--- config.mk ---
export PLATFORM = sky130hd
export DESIGN_NAME = tc_timer
export DESIGN_NICKNAME = d
export VERILOG_FILES = /design/src/tc_pkg.sv /design/src/tc_timer.sv /design/src/tc_clksel.sv /design/src/tc_wavegen.sv
export VERILOG_INCLUDE_DIRS = /design/src
export SDC_FILE = /design/constraint.sdc
export NUM_CORES = 1
export LEC_CHECK = 0
export ABC_AREA = 1
export BUFFER_PORTS_ARGS = -buffer_cell sky130_fd_sc_hd__buf_2
export CAP_MARGIN = 20
export CELL_PAD_IN_SITES_DETAIL_PLACEMENT = 0
export CELL_PAD_IN_SITES_GLOBAL_PLACEMENT = 1
export CORE_MARGIN = 3
export CORE_UTILIZATION = 40
export CTS_BUF_LIST = sky130_fd_sc_hd__clkbuf_4 sky130_fd_sc_hd__clkbuf_8 sky130_fd_sc_hd__clkbuf_16
export CTS_CLUSTER_DIAMETER = 80
export DETAILED_ROUTE_END_ITERATION = 10
export PLACE_DENSITY = 0.84
export SLEW_MARGIN = 20
export SYNTH_ARGS = -nofsm -noshare
export SYNTH_HDL_FRONTEND = slang
export SYNTH_SLANG_ARGS = --single-unit
--- constraint.sdc ---
create_clock -name CLK -period 2.8 [get_ports CLK]
set_clock_uncertainty 0.2 [all_clocks]
set_input_delay 0 -clock CLK [delete_from_list [all_inputs] [get_ports CLK]]
set_output_delay 0 -clock CLK [all_outputs]
set_load 0.01 [all_outputs]
--- src/tc_consts.svh ---
// constants of the 8-bit timer/counter: offsets, fields, reset values, timing
`ifndef TC_CONSTS_SVH
`define TC_CONSTS_SVH

// ----------------------------------------------------------------
// register map (byte addresses)
// ----------------------------------------------------------------
`define TC_ADDR_W 8
`define TC_CTRL_OFS 8'h00
`define TC_COUNT_OFS 8'h04
`define TC_COMPARE_OFS 8'h08
`define TC_FLAG_OFS 8'h0C
`define TC_MASK_OFS 8'h10

// ----------------------------------------------------------------
// fields and values
// ----------------------------------------------------------------
`define TC_CS_HI 2
`define TC_CS_LO 0
`define TC_MODE_HI 4
`define TC_MODE_LO 3
`define TC_OUT_HI 6
`define TC_OUT_LO 5
`define TC_FORCE_BIT 7
`define TC_CTRL_RMASK 8'h7F
`define TC_FLG_OVF 0
`define TC_FLG_CMP 1
`define TC_FLG_MASK 8'h03
`define TC_RST_BYTE 8'h00
`define TC_MAX 8'hFF
`define TC_BOTTOM 8'h00
`define TC_RESP_OKAY 2'h0
`define TC_RESP_SLVERR 2'h2

// ----------------------------------------------------------------
// prescaler taps (divide by 8, 64, 256, 1024)
// ----------------------------------------------------------------
`define TC_PRE_W 10
`define TC_PRE_8 10'h007
`define TC_PRE_64 10'h03F
`define TC_PRE_256 10'h0FF
`define TC_PRE_1024 10'h3FF

`endif

--- src/tc_pkg.sv ---
// types shared by the timer/counter modules
package tc_pkg;
    typedef enum logic [1:0] {
        TC_NORMAL,
        TC_PHASE_PWM,
        TC_CTC,
        TC_FAST_PWM
    } tc_mode_t;
    typedef enum logic [2:0] {
        TC_STOP, TC_DIV1, TC_DIV8, TC_DIV64,
        TC_DIV256, TC_DIV1024, TC_EXT_FALL, TC_EXT_RISE
    } tc_cs_t;
endpackage

--- src/tc_timer.sv ---
// 8-bit timer/counter with one compare unit and an AXI4-Lite register slave
//
// Local design decisions: the AXI4-Lite register port and the address map.
`timescale 1ns/10ps
`include "tc_consts.svh"
module tc_timer (
    input logic CLK,
    input logic NRST,
    input logic CE,
    input logic EXT_COUNT_IN,
    input logic [`TC_ADDR_W-1:0] AWADDR,
    input logic AWVALID,
    output logic AWREADY,
    input logic [31:0] WDATA,
    input logic [3:0] WSTRB,
    input logic WVALID,
    output logic WREADY,
    output logic [1:0] BRESP,
    output logic BVALID,
    input logic BREADY,
    input logic [`TC_ADDR_W-1:0] ARADDR,
    input logic ARVALID,
    output logic ARREADY,
    output logic [31:0] RDATA,
    output logic [1:0] RRESP,
    output logic RVALID,
    input logic RREADY,
    output logic COMPARE_OUT,
    output logic IRQ
);
    // ----------------------------------------------------------------
    // declarations
    // ----------------------------------------------------------------
    logic aw_have_q, aw_have_d, w_have_q, w_have_d;
    logic [`TC_ADDR_W-1:0] waddr_q, waddr_d;
    logic [7:0] wbyte_q, wbyte_d;
    logic wlane_q, wlane_d;
    logic awrdy_q, awrdy_d, wrdy_q, wrdy_d, arrdy_q, arrdy_d;
    logic bvalid_q, bvalid_d, rvalid_q, rvalid_d;
    logic [1:0] bresp_q, bresp_d, rresp_q, rresp_d;
    logic [7:0] rdata_q, rdata_d;
    logic wr_fire, ar_fire, rd_flag;
    logic [7:0] ctrl_q, ctrl_d, cnt_q, cnt_d, buf_q, buf_d, act_q, act_d;
    logic [7:0] flags_q, flags_d, mask_q, mask_d, ev;
    logic dir_q, dir_d, block_q, block_d, irq_q, irq_d;
    logic cnt_wr, force_cmp, tick, at_max, at_bottom, cmp_hit, ovf_hit, wrap;
    tc_pkg::tc_mode_t mode;
    tc_pkg::tc_cs_t cs;

    assign mode = tc_pkg::tc_mode_t'(ctrl_q[`TC_MODE_HI:`TC_MODE_LO]);
    assign cs = tc_pkg::tc_cs_t'(ctrl_q[`TC_CS_HI:`TC_CS_LO]);

    // ----------------------------------------------------------------
    // AXI4-Lite slave: one write and one read in flight
    // ----------------------------------------------------------------
    assign wr_fire = aw_have_q && w_have_q && !bvalid_q;
    assign ar_fire = ARVALID && arrdy_q;
    assign rd_flag = ar_fire && (ARADDR == `TC_FLAG_OFS);

    always_comb begin
        aw_have_d = aw_have_q;
        w_have_d = w_have_q;
        waddr_d = waddr_q;
        wbyte_d = wbyte_q;
        wlane_d = wlane_q;
        bvalid_d = bvalid_q;
        bresp_d = bresp_q;
        rvalid_d = rvalid_q;
        rresp_d = rresp_q;
        rdata_d = rdata_q;
        if (AWVALID && awrdy_q) begin
            aw_have_d = 1'b1;
            waddr_d = AWADDR;
        end
        if (WVALID && wrdy_q) begin
            w_have_d = 1'b1;
            wbyte_d = WDATA[7:0];
            wlane_d = WSTRB[0];
        end
        if (wr_fire) begin
            aw_have_d = 1'b0;
            w_have_d = 1'b0;
            bvalid_d = 1'b1;
            case (waddr_q)
                `TC_CTRL_OFS, `TC_COUNT_OFS, `TC_COMPARE_OFS,
                `TC_FLAG_OFS, `TC_MASK_OFS: bresp_d = `TC_RESP_OKAY;
                default: bresp_d = `TC_RESP_SLVERR;
            endcase
        end else if (bvalid_q && BREADY) begin
            bvalid_d = 1'b0;
        end
        if (ar_fire) begin
            rvalid_d = 1'b1;
            rresp_d = `TC_RESP_OKAY;
            case (ARADDR)
                `TC_CTRL_OFS: rdata_d = ctrl_q & `TC_CTRL_RMASK;
                `TC_COUNT_OFS: rdata_d = cnt_q;
                `TC_COMPARE_OFS: rdata_d = buf_q;
                `TC_FLAG_OFS: rdata_d = flags_q;
                `TC_MASK_OFS: rdata_d = mask_q;
                default: begin
                    rdata_d = `TC_RST_BYTE;
                    rresp_d = `TC_RESP_SLVERR;
                end
            endcase
        end else if (rvalid_q && RREADY) begin
            rvalid_d = 1'b0;
        end
        // ready is offered only while the holding slot is free
        awrdy_d = !aw_have_d && !bvalid_d;
        wrdy_d = !w_have_d && !bvalid_d;
        arrdy_d = !rvalid_d;
    end

    always_ff @(posedge CLK or negedge NRST) begin
        if (!NRST) begin
            aw_have_q <= 1'b0;
            w_have_q <= 1'b0;
            waddr_q <= '0;
            wbyte_q <= `TC_RST_BYTE;
            wlane_q <= 1'b0;
            awrdy_q <= 1'b1;
            wrdy_q <= 1'b1;
            arrdy_q <= 1'b1;
            bvalid_q <= 1'b0;
            bresp_q <= `TC_RESP_OKAY;
            rvalid_q <= 1'b0;
            rresp_q <= `TC_RESP_OKAY;
            rdata_q <= `TC_RST_BYTE;
        end else if (CE) begin
            aw_have_q <= aw_have_d;
            w_have_q <= w_have_d;
            waddr_q <= waddr_d;
            wbyte_q <= wbyte_d;
            wlane_q <= wlane_d;
            awrdy_q <= awrdy_d;
            wrdy_q <= wrdy_d;
            arrdy_q <= arrdy_d;
            bvalid_q <= bvalid_d;
            bresp_q <= bresp_d;
            rvalid_q <= rvalid_d;
            rresp_q <= rresp_d;
            rdata_q <= rdata_d;
        end
    end

    assign AWREADY = awrdy_q;
    assign WREADY = wrdy_q;
    assign ARREADY = arrdy_q;
    assign BVALID = bvalid_q;
    assign BRESP = bresp_q;
    assign RVALID = rvalid_q;
    assign RRESP = rresp_q;
    assign RDATA = {24'h000000, rdata_q};

    // ----------------------------------------------------------------
    // clock select and waveform generator
    // ----------------------------------------------------------------
    tc_clksel u_clksel (
        .clk(CLK),
        .nrst(NRST),
        .ce(CE),
        .cs(cs),
        .ext_pin(EXT_COUNT_IN),
        .tick(tick)
    );

    tc_wavegen u_wavegen (
        .clk(CLK),
        .nrst(NRST),
        .ce(CE),
        .mode(mode),
        .out_mode(ctrl_q[`TC_OUT_HI:`TC_OUT_LO]),
        .match(cmp_hit),
        .wrap(wrap),
        .dir_up(dir_q),
        .force_cmp(force_cmp),
        .oc_q(COMPARE_OUT)
    );

    // ----------------------------------------------------------------
    // counter, compare unit, flags
    // ----------------------------------------------------------------
    assign cnt_wr = wr_fire && wlane_q && (waddr_q == `TC_COUNT_OFS);
    assign force_cmp = wr_fire && wlane_q && (waddr_q == `TC_CTRL_OFS)
        && wbyte_q[`TC_FORCE_BIT]
        && (mode == tc_pkg::TC_NORMAL || mode == tc_pkg::TC_CTC);
    assign at_max = (cnt_q == `TC_MAX);
    assign at_bottom = (cnt_q == `TC_BOTTOM);
    // match in the tick after equality, unless a count write blocks it
    assign cmp_hit = tick && (cnt_q == act_q) && !block_q;
    assign wrap = tick && at_max && !cnt_wr && mode == tc_pkg::TC_FAST_PWM;
    assign ovf_hit = tick && !cnt_wr && ((mode == tc_pkg::TC_PHASE_PWM)
        ? (at_bottom && !dir_q) : at_max);

    always_comb begin
        ctrl_d = ctrl_q;
        cnt_d = cnt_q;
        dir_d = dir_q;
        buf_d = buf_q;
        act_d = act_q;
        mask_d = mask_q;
        block_d = block_q;
        if (tick) begin
            block_d = 1'b0;
        end
        if (tick) begin
            case (mode)
                tc_pkg::TC_NORMAL, tc_pkg::TC_FAST_PWM: begin
                    cnt_d = cnt_q + 8'h01;
                    dir_d = 1'b1;
                end
                tc_pkg::TC_CTC: begin
                    cnt_d = (cnt_q == act_q) ? `TC_BOTTOM : cnt_q + 8'h01;
                    dir_d = 1'b1;
                end
                tc_pkg::TC_PHASE_PWM: begin
                    if (dir_q ? at_max : !at_bottom) begin
                        cnt_d = cnt_q - 8'h01;
                        dir_d = 1'b0;
                    end else begin
                        cnt_d = cnt_q + 8'h01;
                        dir_d = 1'b1;
                    end
                end
                default: cnt_d = cnt_q;
            endcase
            // pwm modes load the active compare at top to avoid odd pulses
            if (at_max && (mode == tc_pkg::TC_FAST_PWM || mode == tc_pkg::TC_PHASE_PWM)) begin
                act_d = buf_q;
            end
        end
        if (wr_fire && wlane_q) begin
            case (waddr_q)
                `TC_CTRL_OFS: ctrl_d = wbyte_q & `TC_CTRL_RMASK;
                `TC_COUNT_OFS: begin
                    cnt_d = wbyte_q;
                    block_d = 1'b1;
                end
                `TC_COMPARE_OFS: begin
                    buf_d = wbyte_q;
                    if (mode == tc_pkg::TC_NORMAL || mode == tc_pkg::TC_CTC) begin
                        act_d = wbyte_q;
                    end
                end
                `TC_MASK_OFS: mask_d = wbyte_q & `TC_FLG_MASK;
                default: ctrl_d = ctrl_q;
            endcase
        end
        ev = 8'h00;
        ev[`TC_FLG_OVF] = ovf_hit;
        ev[`TC_FLG_CMP] = cmp_hit;
        // a new event wins over the read that clears the flags
        flags_d = (rd_flag ? 8'h00 : flags_q) | ev;
        irq_d = |(flags_d & mask_d);
    end

    always_ff @(posedge CLK or negedge NRST) begin
        if (!NRST) begin
            ctrl_q <= `TC_RST_BYTE;
            cnt_q <= `TC_RST_BYTE;
            buf_q <= `TC_RST_BYTE;
            act_q <= `TC_RST_BYTE;
            flags_q <= `TC_RST_BYTE;
            mask_q <= `TC_RST_BYTE;
            dir_q <= 1'b1;
            block_q <= 1'b0;
            irq_q <= 1'b0;
        end else if (CE) begin
            ctrl_q <= ctrl_d;
            cnt_q <= cnt_d;
            buf_q <= buf_d;
            act_q <= act_d;
            flags_q <= flags_d;
            mask_q <= mask_d;
            dir_q <= dir_d;
            block_q <= block_d;
            irq_q <= irq_d;
        end
    end

    assign IRQ = irq_q;

    // ----------------------------------------------------------------
    // assertions
    // ----------------------------------------------------------------
    property p_stop_hold;
        @(posedge CLK) disable iff (!NRST)
        (cs == tc_pkg::TC_STOP && !cnt_wr) |=> $stable(cnt_q);
    endproperty
    a_stop_hold: assert property (p_stop_hold) else $error("stopped counter moved");

    property p_write_wins;
        @(posedge CLK) disable iff (!NRST)
        (CE && cnt_wr) |=> (cnt_q == $past(wbyte_q));
    endproperty
    a_write_wins: assert property (p_write_wins) else $error("count write lost");

    property p_cmp_flag;
        @(posedge CLK) disable iff (!NRST)
        (tick && cnt_q == act_q && !block_q) |=> flags_q[`TC_FLG_CMP];
    endproperty
    a_cmp_flag: assert property (p_cmp_flag) else $error("match flag missing");

    property p_block;
        @(posedge CLK) disable iff (!NRST)
        (CE && cnt_wr && !cmp_hit && !flags_q[`TC_FLG_CMP]) ##1 (tick && !cnt_wr)[*1]
        |=> !flags_q[`TC_FLG_CMP];
    endproperty
    a_block: assert property (p_block) else $error("blocked match set flag");

    property p_irq;
        @(posedge CLK) disable iff (!NRST)
        ##1 (IRQ == |(flags_q & mask_q));
    endproperty
    a_irq: assert property (p_irq) else $error("irq disagrees with flags");

    property p_overflow;
        @(posedge CLK) disable iff (!NRST)
        (tick && !cnt_wr && at_max && mode == tc_pkg::TC_NORMAL)
        |=> (cnt_q == `TC_BOTTOM) && flags_q[`TC_FLG_OVF];
    endproperty
    a_overflow: assert property (p_overflow) else $error("overflow wrong");

    property p_ctc_top;
        @(posedge CLK) disable iff (!NRST)
        (tick && !cnt_wr && cnt_q == act_q && mode == tc_pkg::TC_CTC)
        |=> (cnt_q == `TC_BOTTOM);
    endproperty
    a_ctc_top: assert property (p_ctc_top) else $error("ctc did not clear");

    property p_down;
        @(posedge CLK) disable iff (!NRST)
        (tick && !cnt_wr && !dir_q && !at_bottom && mode == tc_pkg::TC_PHASE_PWM)
        |=> (cnt_q == $past(cnt_q) - 8'h01);
    endproperty
    a_down: assert property (p_down) else $error("down count wrong");

    property p_flag_read;
        @(posedge CLK) disable iff (!NRST)
        (rd_flag && !tick && CE) |=> (flags_q == 8'h00);
    endproperty
    a_flag_read: assert property (p_flag_read) else $error("read did not clear");

    c_ovf: cover property (@(posedge CLK) disable iff (!NRST) ovf_hit);
    c_cmp: cover property (@(posedge CLK) disable iff (!NRST) cmp_hit ##1 IRQ);
    c_turn: cover property (@(posedge CLK) disable iff (!NRST) tick && at_max && !dir_d);
    c_blocked: cover property (@(posedge CLK) disable iff (!NRST)
        tick && block_q && cnt_q == act_q);
endmodule

--- src/tc_clksel.sv ---
// clock select: prescaler, external pin synchroniser and edge detect, tick
`timescale 1ns/10ps
`include "tc_consts.svh"
module tc_clksel (
    input logic clk,
    input logic nrst,
    input logic ce,
    input tc_pkg::tc_cs_t cs,
    input logic ext_pin,
    output logic tick
);
    logic [`TC_PRE_W-1:0] pre_q, pre_d;
    logic s1_q, s2_q, s3_q;

    // ----------------------------------------------------------------
    // prescaler runs free so the tap phase does not depend on selection
    // ----------------------------------------------------------------
    always_comb begin
        pre_d = pre_q + 10'h001;
    end

    always_ff @(posedge clk or negedge nrst) begin
        if (!nrst) begin
            pre_q <= '0;
            s1_q <= 1'b0;
            s2_q <= 1'b0;
            s3_q <= 1'b0;
        end else if (ce) begin
            pre_q <= pre_d;
            s1_q <= ext_pin;
            s2_q <= s1_q;
            s3_q <= s2_q;
        end
    end

    // ----------------------------------------------------------------
    // tick selection: source and active edge
    // ----------------------------------------------------------------
    always_comb begin
        case (cs)
            tc_pkg::TC_STOP: tick = 1'b0;
            tc_pkg::TC_DIV1: tick = ce;
            tc_pkg::TC_DIV8: tick = ce && ((pre_q & `TC_PRE_8) == `TC_PRE_8);
            tc_pkg::TC_DIV64: tick = ce && ((pre_q & `TC_PRE_64) == `TC_PRE_64);
            tc_pkg::TC_DIV256: tick = ce && ((pre_q & `TC_PRE_256) == `TC_PRE_256);
            tc_pkg::TC_DIV1024: tick = ce && (pre_q == `TC_PRE_1024);
            tc_pkg::TC_EXT_FALL: tick = ce && s3_q && !s2_q;
            tc_pkg::TC_EXT_RISE: tick = ce && !s3_q && s2_q;
            default: tick = 1'b0;
        endcase
    end
endmodule

--- src/tc_wavegen.sv ---
// waveform generator: drives the compare output from match, force and the wrap at top
`timescale 1ns/10ps
`include "tc_consts.svh"
module tc_wavegen (
    input logic clk,
    input logic nrst,
    input logic ce,
    input tc_pkg::tc_mode_t mode,
    input logic [1:0] out_mode,
    input logic match,
    input logic wrap,
    input logic dir_up,
    input logic force_cmp,
    output logic oc_q
);
    logic oc_d;

    // ----------------------------------------------------------------
    // output state; out_mode zero leaves the state alone in every mode
    // ----------------------------------------------------------------
    always_comb begin
        oc_d = oc_q;
        case (mode)
            tc_pkg::TC_NORMAL, tc_pkg::TC_CTC: begin
                // force acts like a match but raises no flag
                if (match || force_cmp) begin
                    case (out_mode)
                        2'h1: oc_d = !oc_q;
                        2'h2: oc_d = 1'b0;
                        2'h3: oc_d = 1'b1;
                        default: oc_d = oc_q;
                    endcase
                end
            end
            tc_pkg::TC_FAST_PWM: begin
                if (out_mode[1] && match) begin
                    oc_d = out_mode[0];
                end else if (out_mode[1] && wrap) begin
                    oc_d = !out_mode[0];
                end
            end
            tc_pkg::TC_PHASE_PWM: begin
                if (out_mode[1] && match) begin
                    oc_d = dir_up ? out_mode[0] : !out_mode[0];
                end
            end
            default: oc_d = oc_q;
        endcase
    end

    always_ff @(posedge clk or negedge nrst) begin
        if (!nrst) begin
            oc_q <= 1'b0;
        end else if (ce) begin
            oc_q <= oc_d;
        end
    end
endmodule

==> flow_metrics.env, run 1 <==
export IMPL_syn_area_sq_um=5780
export IMPL_antenna_found_initial=0
export IMPL_holdWs_ns=-0.00793
export IMPL_hpwl_mm=10.4
export IMPL_layout_common_cells="nand2_1, dfrtp_1, inv_1, o21ai_0, buf_2"
export IMPL_slew_viol_final=0
export IMPL_clk_pin_slew_ns=0.07
export IMPL_required_ns=2.89
export IMPL_cap_violations=0
export IMPL_crit_chain="dlygate4sd3_1 > buf_2 > inv_2 > nor2_4 > nand2_1 > dlygate4sd3_1 > o21ai_0 > dlygate4sd3_1"
export IMPL_synth_xor_area_share_pct=3.64
export IMPL_firstDrtPassIters=5
export IMPL_synthMuxAreaShare_pct=0.195
export IMPL_cts_htree_levels=3
export IMPL_synth_top_family_by_area="simple AND/OR/NAND/NOR gates"
export IMPL_yosys_area_share_adder_pct=2.16
export IMPL_synth_top_area_share_pct=40.7
export IMPL_synth_simple_area_share_pct=29.8
export IMPL_dieArea_sq_um=15900
export IMPL_die_height_um=126
export IMPL_finalCritPeriodShare_pct=90.2
export IMPL_violations="negative hold slack"
export IMPL_end_kind="flip-flop"
export IMPL_peakVddDrop_uv=501
export IMPL_root_buffer="clkbuf_16"
export IMPL_worst_r2r_setup_slack_ns=0.33
export IMPL_p_leak_uw=0.00359
export IMPL_place_area_sq_um=6090
export IMPL_ff2ff_path_depth=6
export IMPL_drc=0
export IMPL_status="finished, violations left"
export IMPL_synth_compound_area_share_pct=9.41
export IMPL_viasPerCell=4.76
export IMPL_cts_tree="yes"
export IMPL_final_nets=924
export IMPL_path_buf_inv=5
export IMPL_ios=104
export IMPL_place_gp_congestion=0.878
export IMPL_core_area_sq_um=14000
export IMPL_worst_slew_pin_slew_ns=0.615
export IMPL_holdCritPathClass="in -> async"
export IMPL_yosysTopAreaCell="dfrtp_1"
export IMPL_ys_warn_count=0
export IMPL_n_antenna_cell=0
export IMPL_drive_above_1_share_pct=13.4
export IMPL_ant_nets=0
export IMPL_initial_core_util_pct=41.3
export IMPL_fmax_mhz=396
export IMPL_ys_seq_elements=98
export IMPL_synth_cell_types=43
export IMPL_worst_setup_path_start_kind="input port"
export IMPL_grt_pass1_wl_mm=24.3
export IMPL_fp_row_count=43
export IMPL_synth_area_leaders="dfrtp_1, nand2_1, inv_1"
export IMPL_ys_seq_area_share_pct=42.5
export IMPL_cpPeakStageDelay_ns=0.57
export IMPL_synth_edf_count=0
export IMPL_first_global_vias=4880
export IMPL_fin_area_sq_um=6840
export IMPL_cp_max_fo=14
export IMPL_fin_setup_tns_ns=0
export IMPL_clock_sinks=98
export IMPL_rsz0062_at_grt="false"
export IMPL_die_w_um=126
export IMPL_drt_total_wl_mm=14.6
export IMPL_worst_path_max_delay_cell="dlygate4sd3_1"
export IMPL_cp_top_family="buffers and inverters"
export IMPL_syn_to_final_growth_pct=18.3
export IMPL_crit_top_cell="dlygate4sd3_1"
export IMPL_p_per_area_nw_per_um2=762
export IMPL_post_cts_buffers=0
export IMPL_r2r_start="AWREADY"
export IMPL_synth_ff_type="dfrtp_1"
export IMPL_routedWlPerCell_um=14.0
export IMPL_grt_max_degree=46
export IMPL_path_class="in -> reg"
export IMPL_final_setup_viol_count=0
export IMPL_hold_viol=5
export IMPL_clock_latency_ns=0.35
export IMPL_dr_first_iter_drc_count=295
export IMPL_slew_headroom_pct=59.0
export IMPL_gr_total_overflow=0
export IMPL_syn_area_per_cell_sq_um=7.56
export IMPL_numPortBuffers=50
export IMPL_synth_cells=765
export IMPL_vias=4936
export IMPL_r2r_end="waddr_q[4]"
export IMPL_final_common_cell="nand2_1"
export IMPL_ys_async_sr_fraction_pct=100
export IMPL_numCtsBuffers=9
export IMPL_min_period_ns=2.53
export IMPL_cp_arrival_ns=2.61
export IMPL_cts_max_path_buffers=2
export IMPL_grt_usage_pct=19.0
logic make-up after synthesis:
logic type / Yosys count
other: 1
AND/OR/NAND/NOR: 386
flip-flops: 98
adder cells (fa/ha/maj): 10
AO/OA/AOI/OAI: 98
XOR/XNOR: 24
buffers and inverters: 147
multiplexers: 1
power breakdown:
part	leakage, uW	internal [uW]	switching [uW]
registers	0.00125	1780	360
clock network	0.000162	801	548
logic	0.00218	662	1070
worst reg2reg max path, stage by stage (launching register included):
cell	delay, ns
dfstp_2	0.55
nand2_1	0.10
nor2_4	0.25
nand2_1	0.09
dlygate4sd3_1	0.57
o21ai_0	0.07
dlygate4sd3_1	0.57
through the flow:
stage | instances | worst slack (ns) | utilization [%] | total power (uW) | hold slack (ns)
finish | 1038 | 0.275 | 48.9 | 5210 | -0.00793
global route | 1038 | 0.122 | 48.9 | 5610 | 0.0792
CTS | 1038 | 0.0324 | 48.9 | 5240 | 0.0201
detailed placement | 980 | 0.523 | 43.6 | 3800 | -0.145
global placement | 980 | 0.525 | 43.6 | 3760 | -0.147
floorplan | 790 | 0.884 | - | 3360 | -0.496
synthesized netlist by cell type, types with 5 or more instances:
cell type / count
o21ai_0: 56
nand3_1: 41
ha_1: 10
clkbuf_1: 9
o21ai_1: 8
xor2_1: 17
nor2_1: 46
nand2_1: 250
dfrtp_1: 94
inv_2: 6
nor3_1: 5
nor2_2: 8
xnor2_1: 7
inv_1: 92
a21oi_1: 16
nand4_1: 14
buf_4: 31
o2111ai_1: 7
repair_timing:
action,4_1_cts,5_1_grt
endpoints found under the setup margin,0,4
hold endpoints to repair,129,0
hold buffers,42,0
gates resized for setup,0,2
area by class of cell:
class,count,area [sq um]
clock inverter,6,80.1
clock buffer,10,239
inverter,99,374
fill,1407,7150
sequential,98,2460
timing repair buffer,100,746
tap,180,225
multi-input combinational,545,2720
worst max-delay path by stage:
stage | start | end | slack, ns | depth (start not counted)
after floorplan | u_clksel.pre_q[0] | cnt_q[0] | 0.88 | 13
after global placement | u_clksel.pre_q[0] | act_q[4] | 0.53 | 13
after detailed placement | u_clksel.pre_q[0] | act_q[3] | 0.52 | 13
after CTS | CE | waddr_q[5] | 0.03 | 8
after global routing | CE | waddr_q[3] | 0.12 | 8
final | CE | waddr_q[4] | 0.27 | 8
routing by layer:
layer	routed length [um]	global-route usage [%]	up-vias
li1	-	-	2536
met1	7030	26.2	2296
met5	0	0	-
met4	207	5.74	0
met2	6830	30.8	91
met3	509	3.01	13
flip-flops by register name, indices dropped and copies added, names as in the netlist, 7 cells and up:
| signal | cells |
|---|---|
| ctrl_q | 7 |
| act_q | 8 |
| cnt_q | 8 |
| u_clksel.pre_q | 10 |
| rdata_q | 8 |
| flags_q | 8 |
| wbyte_q | 8 |
| waddr_q | 8 |
| buf_q | 8 |
| mask_q | 8 |
No activity file was read; power rests on OpenSTA's default activity.
==> run 2, diff against run 1 <==
==> constraint.sdc (replaced) <==
create_clock -name CLK -period 2.8 [get_ports CLK]
set_clock_uncertainty 0.2 [all_clocks]
set_input_delay 0.14 -clock CLK [delete_from_list [all_inputs] [get_ports CLK]]
set_output_delay 0.14 -clock CLK [all_outputs]
set_load 0.01 [all_outputs]
==> flow_metrics.env, run 2 (synthesized netlist as in run 1, its figures left out) <==
export IMPL_min_from="ARVALID"
export IMPL_whs_path_depth=5
export IMPL_ant_nets=0
export IMPL_holdCritPathClass="in -> reg"
export IMPL_hpwl_mm=10.3
export IMPL_top_register="u_clksel.pre_q"
export IMPL_drive_above_1_share_pct=13.5
export IMPL_place_area_sq_um=6090
export IMPL_final_nets=908
export IMPL_wl_met3_um=571
export IMPL_p_leak_uw=0.00352
export IMPL_fin_ws_ns=0.351
export IMPL_numPortBuffers=50
export IMPL_slew_viol_final=0
export IMPL_slew_headroom_pct=54.2
export IMPL_numCtsBuffers=9
export IMPL_drc=0
export IMPL_r2r_end="act_q[7]"
export IMPL_worst_r2r_setup_slack_ns=0.43
export IMPL_ios=104
export IMPL_routedWlPerCell_um=13.9
export IMPL_grt_pass1_wl_mm=23.7
export IMPL_syn_to_final_growth_pct=15.1
export IMPL_clock_latency_ns=0.35
export IMPL_viasPerCell=4.81
export IMPL_required_ns=2.84
export IMPL_vias=4911
export IMPL_fmax_mhz=408
export IMPL_worst_slew_pin_slew_ns=0.685
export IMPL_gr_total_overflow=0
export IMPL_peakVddDrop_uv=425
export IMPL_final_setup_viol_count=0
export IMPL_die_height_um=126
export IMPL_path_class="in -> reg"
export IMPL_nFillCells=1434
export IMPL_rsz0062_at_grt="false"
export IMPL_fin_setup_tns_ns=0
export IMPL_grt_usage_pct=18.5
export IMPL_min_to="rdata_q[4]"
export IMPL_antenna_found_initial=0
export IMPL_core_area_sq_um=14000
export IMPL_fp_row_count=43
export IMPL_initial_core_util_pct=41.3
export IMPL_clk_pin_slew_ns=0.07
export IMPL_drt_total_wl_mm=14.2
export IMPL_status="finished clean"
export IMPL_end_kind="flip-flop"
export IMPL_root_buffer="clkbuf_16"
export IMPL_pre_cts_ws_ns=0.469
export IMPL_largest_reg_flops=10
export IMPL_final_common_cell="nand2_1"
export IMPL_cts_max_path_buffers=2
export IMPL_firstDrtPassIters=5
export IMPL_min_period_ns=2.45
export IMPL_place_gp_congestion=0.840
export IMPL_ff2ff_path_depth=13
export IMPL_p_total_uw=5070
export IMPL_fin_area_sq_um=6660
export IMPL_ctsResizeCount=0
export IMPL_cts_htree_levels=3
export IMPL_worst_setup_path_start_kind="input port"
export IMPL_cp_arrival_ns=2.48
export IMPL_highest_signal_layer="met4"
export IMPL_cts_tree="yes"
export IMPL_wl_met1_mm=6.88
export IMPL_dieArea_sq_um=15900
export IMPL_first_global_vias=4663
export IMPL_cp_max_fo=14
export IMPL_p_per_area_nw_per_um2=762
export IMPL_layout_common_cells="nand2_1, dfrtp_1, inv_1, o21ai_0, buf_2"
export IMPL_n_antenna_cell=0
export IMPL_r2r_start="u_clksel.pre_q[0]"
export IMPL_cap_violations=0
export IMPL_clock_sinks=98
export IMPL_die_w_um=126
export IMPL_post_cts_buffers=0
export IMPL_finalCritPeriodShare_pct=87.5
export IMPL_dr_first_iter_drc_count=417
export IMPL_dr_wl_met2_mm=6.59
export IMPL_grt_max_degree=46
export IMPL_hold_viol=0
run 2: cell types whose count changed in the layout (fill, tap and decap cells not counted):
| cell | change |
|---|---|
| bufinv_16 | -1 |
| clkbuf_4 | +1 |
| clkinv_2 | -2 |
| clkinvlp_4 | +2 |
| dlygate4sd3_1 | -16 |
| nor2_1 | +1 |
| nor2_4 | -1 |
run 2: how the worst max path moves through the flow:
stage          slack [ns]       end  cells past startpoint         startpoint
2_1_floorplan        0.88  cnt_q[0]                     13  u_clksel.pre_q[0]
3_3_place_gp         0.50  act_q[2]                     13  u_clksel.pre_q[0]
3_5_place_dp         0.47  act_q[0]                     13  u_clksel.pre_q[0]
4_1_cts              0.35  act_q[7]                     13                 CE
5_1_grt              0.15  act_q[5]                     13                 CE
6_report             0.35  act_q[7]                     13                 CE
run 2: cell type report:
class / instances / area (sq um) / area share (%)
multi-input cells: 545 / 2710 / 40.8
inverters: 99 / 374 / 5.62
clock inverters: 5 / 55.1 / 0.827
clock buffers: 11 / 246 / 3.70
well taps: 180 / 225 / 3.38
flip-flops and latches: 98 / 2460 / 36.9
repair buffers: 84 / 586 / 8.80
run 2: worst max-delay path, stage by stage:
cell and delay (ns):
dlygate4sd3_1 0.52, buf_2 0.28, inv_2 0.18, nor2_2 0.20, nand3_1 0.12, nand3_2 0.12
nand2_4 0.14, inv_2 0.22, nand3_2 0.23, nand2_1 0.12, nand3_1 0.07, nand3_1 0.08
nand2_1 0.05
run 2: routing by layer:
metal | GRT usage [%] | vias up
li1 | - | 2509
met1 | 26.6 | 2279
met2 | 29.1 | 114
met3 | 2.80 | 9
met4 | 5.36 | 0
met5 | 0 | -
run 2: timing repair:
item / in CTS / in global routing
hold buffers: 26 / 0
endpoints found under the setup margin: 0 / 0
endpoints found under the hold margin: 66 / 0
run 2: metrics by stage:
step / utilization, % / hold slack (ns) / cells
6_report: 47.6 / 0.0418 / 1022
5_1_grt: 47.6 / 0.0846 / 1022
4_1_cts: 47.6 / 0.0500 / 1022
3_5_place_dp: 43.6 / -0.00454 / 980
3_3_place_gp: 43.6 / 0.00471 / 980
2_1_floorplan: - / -0.356 / 790
run 2: where the power goes:
group	total, uW	switching (uW)	leakage [uW]	internal, uW
logic	1650	1040	0.00213	609
registers	2140	362	0.00125	1780
clock network	1280	556	0.000145	725
